$ cat src/inc/bbs_pkg.sv
/*
 * Shared constants and types for the branch and bit-set execute block.
 * Assumes a single core clock; instruction cycles are four quarter phases.
 */
package bbs_pkg;

   // ****************************************************************
   // Instruction encodings
   // ****************************************************************
   localparam logic [7:0] BBS_OPC_BOV      = 8'he4;
   localparam logic [7:0] BBS_OPC_BNZ      = 8'he1;
   localparam logic [4:0] BBS_OPC_BRA      = 5'h1a;
   localparam logic [3:0] BBS_OPC_BSF      = 4'h8;
   localparam int         BBS_BRA_OFF_W    = 11;
   localparam int         BBS_BCC_OFF_W    = 8;
   localparam int         BBS_F_W          = 8;
   localparam int         BBS_BIT_LSB      = 9;
   localparam int         BBS_A_POS        = 8;
   // Highest file address that switches to indexed literal offset mode
   localparam logic [7:0] BBS_ILO_F_MAX    = 8'h5f;

   // ****************************************************************
   // Quarter phases and control states
   // ****************************************************************
   localparam int BBS_NQ = 4;

   typedef enum logic [3:0] {
      QP_1 = 4'b0001,
      QP_2 = 4'b0010,
      QP_3 = 4'b0100,
      QP_4 = 4'b1000
   } bbs_qph_t;

   typedef enum logic [1:0] {
      ST_RUN = 2'b01,
      ST_NOP = 2'b10
   } bbs_state_t;

   typedef enum logic [4:0] {
      OP_NONE = 5'b00001,
      OP_BOV  = 5'b00010,
      OP_BNZ  = 5'b00100,
      OP_BRA  = 5'b01000,
      OP_BSF  = 5'b10000
   } bbs_op_t;

   // ****************************************************************
   // Carriers
   // ****************************************************************
   typedef struct packed {
      bbs_op_t           op;
      logic [10:0]       off;
      logic [2:0]        bitn;
      logic              a;
      logic [7:0]        f;
   } bbs_dec_t;

   localparam bbs_dec_t BBS_DEC_RST = '{op: OP_NONE, off: 11'h000, bitn: 3'h0, a: 1'b0, f: 8'h00};

endpackage

$ cat src/rtl/bbs_qphase.sv
/*
 * Quarter-phase sequencer: one-hot Q1..Q4 rotating on the core clock.
 * Assumes the clock enable freezes it together with the rest of the core.
 */
`timescale 1ns/1ps
module bbs_qphase
   import bbs_pkg::*;
(
   input  wire logic     i_clk,
   input  wire logic     i_rst_n,
   input  wire logic     i_ce,
   output bbs_qph_t      o_q
);

   bbs_qph_t q_r;
   bbs_qph_t q_nxt;

   always_comb begin
      unique case (q_r)
         QP_1: q_nxt = QP_2;
         QP_2: q_nxt = QP_3;
         QP_3: q_nxt = QP_4;
         QP_4: q_nxt = QP_1;
         default: q_nxt = QP_1;
      endcase
   end

   always_ff @(posedge i_clk) begin
      if (!i_rst_n) begin
         q_r <= QP_1;
      end else if (i_ce) begin
         q_r <= q_nxt;
      end
   end

   assign o_q = q_r;

endmodule

$ cat src/rtl/bbs_exec.sv
/*
 * Decode and execute of the conditional/unconditional relative branches and
 * the single-bit set of a file register.
 * Assumes the fetch stage offers a word in Q1 with its incremented PC, the
 * status flags are valid in Q3, and data memory returns read data one
 * cycle after a read strobe.
 */
`timescale 1ns/1ps
module bbs_exec
   import bbs_pkg::*;
#(
   parameter int         PC_W      = 21,
   parameter int         BANK_W    = 6,
   // Bank that holds the upper half of the access bank
   parameter logic [5:0] ACC_HI_BANK = 6'h3f
) (
   input  wire logic                  I_CLK,
   input  wire logic                  I_RST_N,
   input  wire logic                  I_CE,
   input  wire logic                  I_INSTR_VALID,
   input  wire logic [15:0]           I_INSTR,
   input  wire logic [PC_W-1:0]       I_PC_INC,
   input  wire logic                  I_STATUS_Z,
   input  wire logic                  I_STATUS_OV,
   input  wire logic [BANK_W-1:0]     I_BANK_SEL,
   input  wire logic                  I_EXT_EN,
   input  wire logic [7:0]            I_MEM_RDATA,
   output logic                       O_INSTR_READY,
   output bbs_qph_t                   O_QPHASE,
   output logic                       O_PC_WE,
   output logic [PC_W-1:0]            O_PC_DATA,
   output logic                       O_FLUSH,
   output logic                       O_MEM_RE,
   output logic                       O_MEM_WE,
   output logic [BANK_W+7:0]          O_MEM_ADDR,
   output logic                       O_MEM_ILO,
   output logic [7:0]                 O_MEM_WDATA
);

   // ****************************************************************
   // Elaboration checks
   // ****************************************************************
   if (PC_W < BBS_BRA_OFF_W + 2) begin : g_bad_pc
      $error("PC_W too narrow for the branch offset");
   end
   if (BANK_W != 6) begin : g_bad_bank
      $error("BANK_W must match ACC_HI_BANK width");
   end

   // ****************************************************************
   // Quarter phases
   // ****************************************************************
   bbs_qph_t q;

   bbs_qphase bbs_qphase_i (
      .i_clk   (I_CLK),
      .i_rst_n (I_RST_N),
      .i_ce    (I_CE),
      .o_q     (q)
   );

   // ****************************************************************
   // Decode
   // ****************************************************************
   bbs_dec_t dec;
   logic     take_in;

   always_comb begin
      dec      = BBS_DEC_RST;
      dec.off  = I_INSTR[BBS_BRA_OFF_W-1:0];
      dec.bitn = I_INSTR[BBS_BIT_LSB+2:BBS_BIT_LSB];
      dec.a    = I_INSTR[BBS_A_POS];
      dec.f    = I_INSTR[BBS_F_W-1:0];
      if (I_INSTR[15:8] == BBS_OPC_BOV) begin
         dec.op = OP_BOV;
      end else if (I_INSTR[15:8] == BBS_OPC_BNZ) begin
         dec.op = OP_BNZ;
      end else if (I_INSTR[15:11] == BBS_OPC_BRA) begin
         dec.op = OP_BRA;
      end else if (I_INSTR[15:12] == BBS_OPC_BSF) begin
         dec.op = OP_BSF;
      end
   end

   // ****************************************************************
   // Execute state
   // ****************************************************************
   bbs_state_t          state_r,  state_nxt;
   bbs_dec_t            instr_r,  instr_nxt;
   logic [PC_W-1:0]     pcinc_r,  pcinc_nxt;
   logic [7:0]          rdata_r,  rdata_nxt;
   logic                pcwe_r,   pcwe_nxt;
   logic [PC_W-1:0]     pcd_r,    pcd_nxt;
   logic                flush_r,  flush_nxt;
   logic                re_r,     re_nxt;
   logic                we_r,     we_nxt;
   logic [BANK_W+7:0]   addr_r,   addr_nxt;
   logic                ilo_r,    ilo_nxt;
   logic [7:0]          wd_r,     wd_nxt;
   logic [PC_W-1:0]     off2;
   logic                taken;

   assign take_in = (q == QP_1) && (state_r == ST_RUN) && I_INSTR_VALID;

   // Doubled, sign-extended offset; short branches use only the low byte
   always_comb begin
      if (instr_r.op == OP_BRA) begin
         off2 = PC_W'({{(PC_W-BBS_BRA_OFF_W){instr_r.off[BBS_BRA_OFF_W-1]}}, instr_r.off} << 1);
      end else begin
         off2 = PC_W'({{(PC_W-BBS_BCC_OFF_W){instr_r.off[BBS_BCC_OFF_W-1]}},
                       instr_r.off[BBS_BCC_OFF_W-1:0]} << 1);
      end
   end

   always_comb begin
      unique case (instr_r.op)
         OP_BOV:  taken = I_STATUS_OV;
         OP_BNZ:  taken = !I_STATUS_Z;
         OP_BRA:  taken = 1'b1;
         default: taken = 1'b0;
      endcase
   end

   always_comb begin
      state_nxt = state_r;
      instr_nxt = instr_r;
      pcinc_nxt = pcinc_r;
      rdata_nxt = rdata_r;
      pcwe_nxt  = 1'b0;
      pcd_nxt   = pcd_r;
      flush_nxt = 1'b0;
      re_nxt    = 1'b0;
      we_nxt    = 1'b0;
      addr_nxt  = addr_r;
      ilo_nxt   = ilo_r;
      wd_nxt    = wd_r;
      unique case (q)
         QP_1: begin
            if (take_in) begin
               instr_nxt = dec;
               pcinc_nxt = I_PC_INC;
               if (dec.op == OP_BSF) begin
                  re_nxt  = 1'b1;
                  ilo_nxt = 1'b0;
                  if (dec.a) begin
                     addr_nxt = {I_BANK_SEL, dec.f};
                  end else if (dec.f <= BBS_ILO_F_MAX) begin
                     addr_nxt = {{BANK_W{1'b0}}, dec.f};
                     ilo_nxt  = I_EXT_EN;
                  end else begin
                     addr_nxt = {ACC_HI_BANK, dec.f};
                  end
               end
            end else if (state_r == ST_RUN) begin
               instr_nxt = BBS_DEC_RST;
            end
         end
         QP_2: begin
            // Read data lands at the start of Q3, one cycle behind the Q2 strobe
         end
         QP_3: begin
            if (state_r == ST_RUN) begin
               rdata_nxt = I_MEM_RDATA;
               if (taken) begin
                  pcwe_nxt  = 1'b1;
                  pcd_nxt   = pcinc_r + off2;
                  flush_nxt = 1'b1;
               end
               if (instr_r.op == OP_BSF) begin
                  we_nxt = 1'b1;
                  wd_nxt = I_MEM_RDATA | (8'h01 << instr_r.bitn);
               end
            end
         end
         QP_4: begin
            // A taken branch turns the next instruction cycle into a bubble
            if (state_r == ST_RUN && pcwe_r) begin
               state_nxt = ST_NOP;
            end else begin
               state_nxt = ST_RUN;
            end
         end
         default: begin
         end
      endcase
   end

   always_ff @(posedge I_CLK) begin
      if (!I_RST_N) begin
         state_r <= ST_RUN;
         instr_r <= BBS_DEC_RST;
         pcinc_r <= '0;
         rdata_r <= 8'h00;
         pcwe_r  <= 1'b0;
         pcd_r   <= '0;
         flush_r <= 1'b0;
         re_r    <= 1'b0;
         we_r    <= 1'b0;
         addr_r  <= '0;
         ilo_r   <= 1'b0;
         wd_r    <= 8'h00;
      end else if (I_CE) begin
         state_r <= state_nxt;
         instr_r <= instr_nxt;
         pcinc_r <= pcinc_nxt;
         rdata_r <= rdata_nxt;
         pcwe_r  <= pcwe_nxt;
         pcd_r   <= pcd_nxt;
         flush_r <= flush_nxt;
         re_r    <= re_nxt;
         we_r    <= we_nxt;
         addr_r  <= addr_nxt;
         ilo_r   <= ilo_nxt;
         wd_r    <= wd_nxt;
      end
   end

   // ****************************************************************
   // Outputs
   // ****************************************************************
   assign O_INSTR_READY = (q == QP_1) && (state_r == ST_RUN);
   assign O_QPHASE      = q;
   assign O_PC_WE       = pcwe_r;
   assign O_PC_DATA     = pcd_r;
   assign O_FLUSH       = flush_r;
   assign O_MEM_RE      = re_r;
   assign O_MEM_WE      = we_r;
   assign O_MEM_ADDR    = addr_r;
   assign O_MEM_ILO     = ilo_r;
   assign O_MEM_WDATA   = wd_r;
endmodule

$ cat config.mk
export PLATFORM = sky130hd
export DESIGN_NAME = bbs_exec
export DESIGN_NICKNAME = d
export VERILOG_FILES = /design/src/inc/bbs_pkg.sv /design/src/rtl/bbs_qphase.sv /design/src/rtl/bbs_exec.sv
export SDC_FILE = /design/constraint.sdc
export NUM_CORES = 1
export LEC_CHECK = 0
export BUFFER_PORTS_ARGS = -buffer_cell sky130_fd_sc_hd__buf_2
export CAP_MARGIN = 20
export CORE_UTILIZATION = 35
export CTS_BUF_LIST = sky130_fd_sc_hd__clkbuf_4
export CTS_CLUSTER_SIZE = 20
export DETAILED_ROUTE_END_ITERATION = 10
export PLACE_DENSITY = 0.56
export SETUP_SLACK_MARGIN = 0.2
export SYNTH_ARGS = -nofsm -noshare
export SYNTH_HDL_FRONTEND = slang
export SYNTH_HIERARCHICAL = 1
export SYNTH_SLANG_ARGS = --single-unit
$ cat constraint.sdc
create_clock -name I_CLK -period 4.4 [get_ports I_CLK]
set_input_delay 0.44 -clock I_CLK [delete_from_list [all_inputs] [get_ports I_CLK]]
set_output_delay 0.44 -clock I_CLK [all_outputs]
set_load 0.01 [all_outputs]
== Word level (Yosys, flattened, before mapping) ==
Index checks and enable logic that the tools add are counted.

* Logic and storage cells: 65
* Output and inout bits: 53
* Input port bits: 58
* Bits in registers: 93

* Bitwise gates (word level): 1
* Shift-type cells: 1
* $lt $le $gt $ge: 1
* Reductions and logical operators: 11
* Equal/unequal tests: 14
* Add/sub/neg operators: 1
* Muxes and demuxes: 23

{| class="wikitable"
|+ Operators by type and width
! kind !! count
|-
| 28-bit 2-to-1 mux || 2
|-
| 14-bit 2-to-1 mux || 2
|-
| 21-bit adder || 1
|-
| 21-bit 2-to-1 mux || 1
|-
| 5-bit 2-to-1 mux || 4
|-
| 8-bit == test, second input constant || 2
|-
| 5-bit == test, second input constant || 3
|-
| 4-bit one-hot mux with 3 select lines || 1
|-
| 4-bit AND reduction || 3
|-
| 1-bit 2-to-1 mux || 11
|-
| 4-bit == test, second input constant || 2
|-
| 8-bit by 7-bit <= comparator with 1-bit output, second input constant || 1
|-
| 8-bit bitwise OR || 1
|-
| 1-bit by 3-bit << shifter with 8-bit output, first input constant || 1
|-
| 3-bit AND reduction || 2
|-
| 5-bit by 2-bit == test with 1-bit output, second input constant || 1
|-
| 5-bit by 3-bit == test with 1-bit output, second input constant || 1
|-
| 5-bit by 4-bit == test with 1-bit output, second input constant || 1
|-
| 4-bit by 1-bit == test with 1-bit output, second input constant || 1
|-
| 4-bit by 2-bit == test with 1-bit output, second input constant || 1
|-
| 4-bit by 3-bit == test with 1-bit output, second input constant || 1
|-
| 1-bit logical AND || 3
|-
| 1-bit one-hot mux with 3 select lines || 1
|-
| 2-bit by 1-bit == test with 1-bit output, second input constant || 1
|-
| other kinds (4) || 4
|}

== Depth between registers and ports, before layout ==
* Word-level depth: 9
* Gate-level depth with buffers: 11
* Mapped depth without buffers: 10

== By module ==
The synthesis kept the hierarchy.

{| class="wikitable"
|+ By module, submodules not included
! module !! instances !! cells an instance !! area an instance (um^2) !! seq. area each (um^2)
|-
| bbs_exec || 1 || 534 || 4347.9 || 1741.7
|-
| bbs_qphase || 1 || 18 || 195.2 || 80.1
|}

== Least setup slack after synthesis ==
OpenSTA, ideal clock, no wires.

* Path type: flip-flop to flip-flop
* Start point: reg instr_r[27] (netlist bit)
* End point: reg pcd_r[15], in the netlist O_PC_DATA[15]
* Data arrival time: 2946 ps
* Period minus slack after synthesis: 3068 ps
* Library setup time: 122 ps
* Setup slack: 1332 ps
* Buffers on the path: 1
* Stages on the path, launching flop included: 12
* Required time: 4278 ps
* Cells stage by stage: dfxtp_1 > or4b_1 > nor2_4 > mux2_2 > ha_1 > clkbuf_1 > a21oi_1 > o211ai_1 > a221oi_2 > nor2_1 > mux2i_1 > a311o_1

* Longest elaborated chain between the ends: 3
* Elaborated cells between the ends (all ways): 7
* Classes of those cells: add/sub (1); eq/ne (3); mux (2); reduce/logical (1)

{| class="wikitable"
|+ RTL lines
! element !! RTL line !! source
|-
| start, declared || bbs_exec.sv:89 || <nowiki>bbs_dec_t instr_r, instr_nxt;</nowiki>
|-
| start signal, assigned || bbs_exec.sv:204 || <nowiki>instr_r <= instr_nxt;</nowiki>
|-
| 5-bit by 4-bit == test with 1-bit output, or another cell as far along || bbs_exec.sv:107, bbs_exec.sv:116 ||
|-
| 21-bit 2-to-1 mux or 1-bit one-hot mux with 3 select lines (tied branches) || bbs_exec.sv:107, bbs_exec.sv:116 ||
|-
| 21-bit adder or 4-bit AND reduction (tied branches) || n/a ||
|-
| end signal, assigned || bbs_exec.sv:208 || <nowiki>pcd_r <= pcd_nxt;</nowiki>
|-
| end, declared || bbs_exec.sv:93 || <nowiki>logic [PC_W-1:0] pcd_r, pcd_nxt;</nowiki>
|}

Several ways; a longest one is shown, not always the timed one.
A chain may end at the register's enable or synchronous reset.

== Worst setup path after layout ==
* Start point: reg instr_r[24] (netlist bit)
* End point: reg pcd_r[15], in the netlist O_PC_DATA[15]

Same word-level chain as after synthesis.

==> impl_metrics.json <==
{
  "cpMaxStageDelayCell": "or4b_1",
  "final_common_cell": "buf_2",
  "yosys_register_bits": 91,
  "ir_drop_mv": 0.225,
  "ant_nets": 0,
  "num_vias": 4219,
  "dr.first_iter.drc_count": 204,
  "power_leakage_nw": 2.38,
  "hold_viol_final": 0,
  "grt_max_degree": 48,
  "drive_gt1_frac": 0.218,
  "drcViolationCount": 0,
  "ys_seq_area_frac": 0.401,
  "async_flop_share": 0,
  "ctsHoldBuffers": 0,
  "fp.dieW_um": 116,
  "synth_warnings": 6,
  "grt_pass1_vias": 4087,
  "ios": 111,
  "required_ns": 4.78,
  "p_int_mw": 1.15,
  "cp_slowest_stage_delay_ns": 0.60,
  "n_antenna_cell": 0,
  "synth_nets": 632,
  "synth_cell_type_count": 62,
  "hpwl_mm": 8.61,
  "seq_power_share": 0.548,
  "worstSetupPathType": "flip-flop to flip-flop",
  "finalCriticalPeriod_ns": 3.28,
  "tightestPinTransition_ns": 0.966,
  "powerDensity_nw_per_um2": 293,
  "port_buffers": 110,
  "grt_usage": 0.188,
  "cts_tree": "built",
  "critPathMaxFanout": 8,
  "syn_to_final_growth_pct": 18.0,
  "htreeDepth": 3,
  "synth_cells": 552,
  "start_util": 0.360,
  "status": "completed",
  "cts_sinks": 91,
  "dieArea_sq_um": 13400,
  "setup_tns_ns": 0,
  "power.share.switching": 0.267,
  "min_path_type": "primary input to flip-flop",
  "max_freq_mhz": 305,
  "synthFlopType": "dfxtp_1",
  "path_cells": "or4b_1 -> nor2_4 -> mux2_2 -> ha_1 -> a21oi_1 -> o211ai_1 -> a221oi_2 -> nor2_1 -> mux2i_1 -> a311o_1",
  "cts-resized-gates": 0,
  "cts_made_buffers": 9,
  "avgSynthCellArea_sq_um": 8.23,
  "period_share": 0.745,
  "final_cell_mix": "110 x buf_2, 96 x nand2_1, 91 x dfxtp_1",
  "p_total_mw": 1.57,
  "drtPass1Iterations": 4,
  "cts.clk_slew.worst_paths_ns": 0.15,
  "p_clk_frac": 0.338,
  "antenna_found_initial": 0,
  "synth_edf_count": 0,
  "synth_area_sq_um": 4540,
  "clk_path_buf_depth": 2,
  "fp.dieH_um": 116,
  "root_buffer": "clkbuf_4",
  "row_count": 41,
  "crit_path_start_kind": "flip-flop",
  "place.gp.congestion": 0.867,
  "wirelength_mm": 11.8,
  "grt-ovfl-total": 0,
  "rsz0062_at_grt": "no",
  "num-nets-final": 726,
  "comb_power_share": 0.114,
  "relSlewSlack": 0.356,
  "viasPerCell": 5.13,
  "postCtsSetupBuffers": 0,
  "switching_power_uw": 419,
  "clock_skew_ns": 0.0146,
  "core_area_sq_um": 12600,
  "drv_slew": 0,
  "worstSkewPairLatency_ns": 0.47,
  "end_kind": "flip-flop",
  "arrival_ns": 3.66,
  "max-cap-violations": 0,
  "setup_viol": 0,
  "wl_per_cell_um": 14.3,
  "grt_pass1_wl_mm": 19.6
}
critical path, delay by kind of cell, from the launching register on:
kind,cells,cell delay (ns)
compound gates,4,1.07
simple gates,3,0.88
mux,2,0.48
fa+ha+maj,1,0.39
flops,1,0.36
per-layer routing:
layer | vias up | share of wire | GRT usage
li1 | 2145 | - | -
met1 | 1976 | 0.46 | 0.232
met2 | 89 | 0.48 | 0.317
met3 | 9 | 0.050 | 0.0544
met4 | 0 | 0.011 | 0.0590
met5 | - | 0 | 0
layout make-up:
class	instances	area [sq um]
Clock buffer	10	75.1
Timing Repair Buffer	112	566
Tap cell	172	215
Inverter	16	60.1
Multi-Input combinational cell	416	2540
Sequential cell	91	1820
Fill cell	1349	7260
Clock inverter	6	88.8
power groups by stage:
| stage | Combinational, mW | Clock, mW | Sequential, mW |
|---|---|---|---|
| after floorplan | 0.116 | 0 | 0.873 |
| after global placement | 0.178 | 0 | 0.878 |
| after detailed placement | 0.179 | 0 | 0.878 |
| after CTS | 0.180 | 0.555 | 0.860 |
| after global routing | 0.202 | 0.594 | 0.863 |
| final | 0.179 | 0.530 | 0.859 |
registers in the layout, indices dropped and copies added (netlist names), 2 cells and up:
register and cells:
O_PC_DATA 21, pcinc_r 21, O_MEM_ADDR 14, bbs_qphase_i/o_q 4, O_MEM_WDATA 8, state_r 2, instr_r 17
metrics by stage:
step | hold WS (ns) | cells | setup slack, ns | area, sq um | utilization
floorplan | 0.432 | 552 | 1.33 | 4540 | -
global placement | 0.437 | 807 | 1.12 | 5200 | 0.412
detailed placement | 0.440 | 807 | 1.13 | 5200 | 0.412
CTS | 0.136 | 823 | 1.11 | 5360 | 0.425
global route | 0.142 | 823 | 0.928 | 5360 | 0.425
finish | 0.182 | 823 | 1.12 | 5360 | 0.425
synth_stat cells (all sizes together) (3+ instances only):
master  count  share of area
nand2      96          0.079
dfxtp      91           0.40
a21oi      67          0.074
nor2       57          0.049
clkbuf     21          0.017
ha         21          0.058
inv        16          0.013
o21ai      14          0.015
nand3      13          0.014
a22oi      12          0.020
a211oi     10          0.019
a21o       10          0.017
mux2i      10          0.022
nand4      10          0.015
xnor2      10          0.019
buf         8          0.010
a211o       6          0.012
a31oi       6         0.0083
and3        6         0.0083
nor2b       6         0.0083
nand4b      4         0.0077
o211ai      4         0.0066
xor2        4         0.0077
a32oi       3         0.0058
and2        3         0.0041
mux2        3         0.0074
nor3b       3         0.0061
o21a        3         0.0050
o311ai      3         0.0058
logic make-up after synthesis:
group | synth area share
compound gates | 0.218
xor+xnor | 0.0270
fa+ha+maj | 0.0622
buf+inv | 0.0408
flops | 0.401
mux | 0.0295
simple gates | 0.221
worst paths after layout:
check	startpoint	end	slack, ns	cells after the start
setup / recovery	instr_r[24]$_SDFFE_PN0P_	O_PC_DATA[15]$_SDFFE_PN0P_	1.12	10
hold / removal	I_PC_INC[0]	pcinc_r[0]$_SDFFE_PN0P_	0.18	3
setup reg to reg	instr_r[24]$_SDFFE_PN0P_	O_PC_DATA[15]$_SDFFE_PN0P_	1.12	10
hold reg to reg	O_MEM_ADDR[10]$_SDFFE_PN0P_	O_MEM_ADDR[10]$_SDFFE_PN0P_	0.46	2
Power figures use the tool's default switching activity.
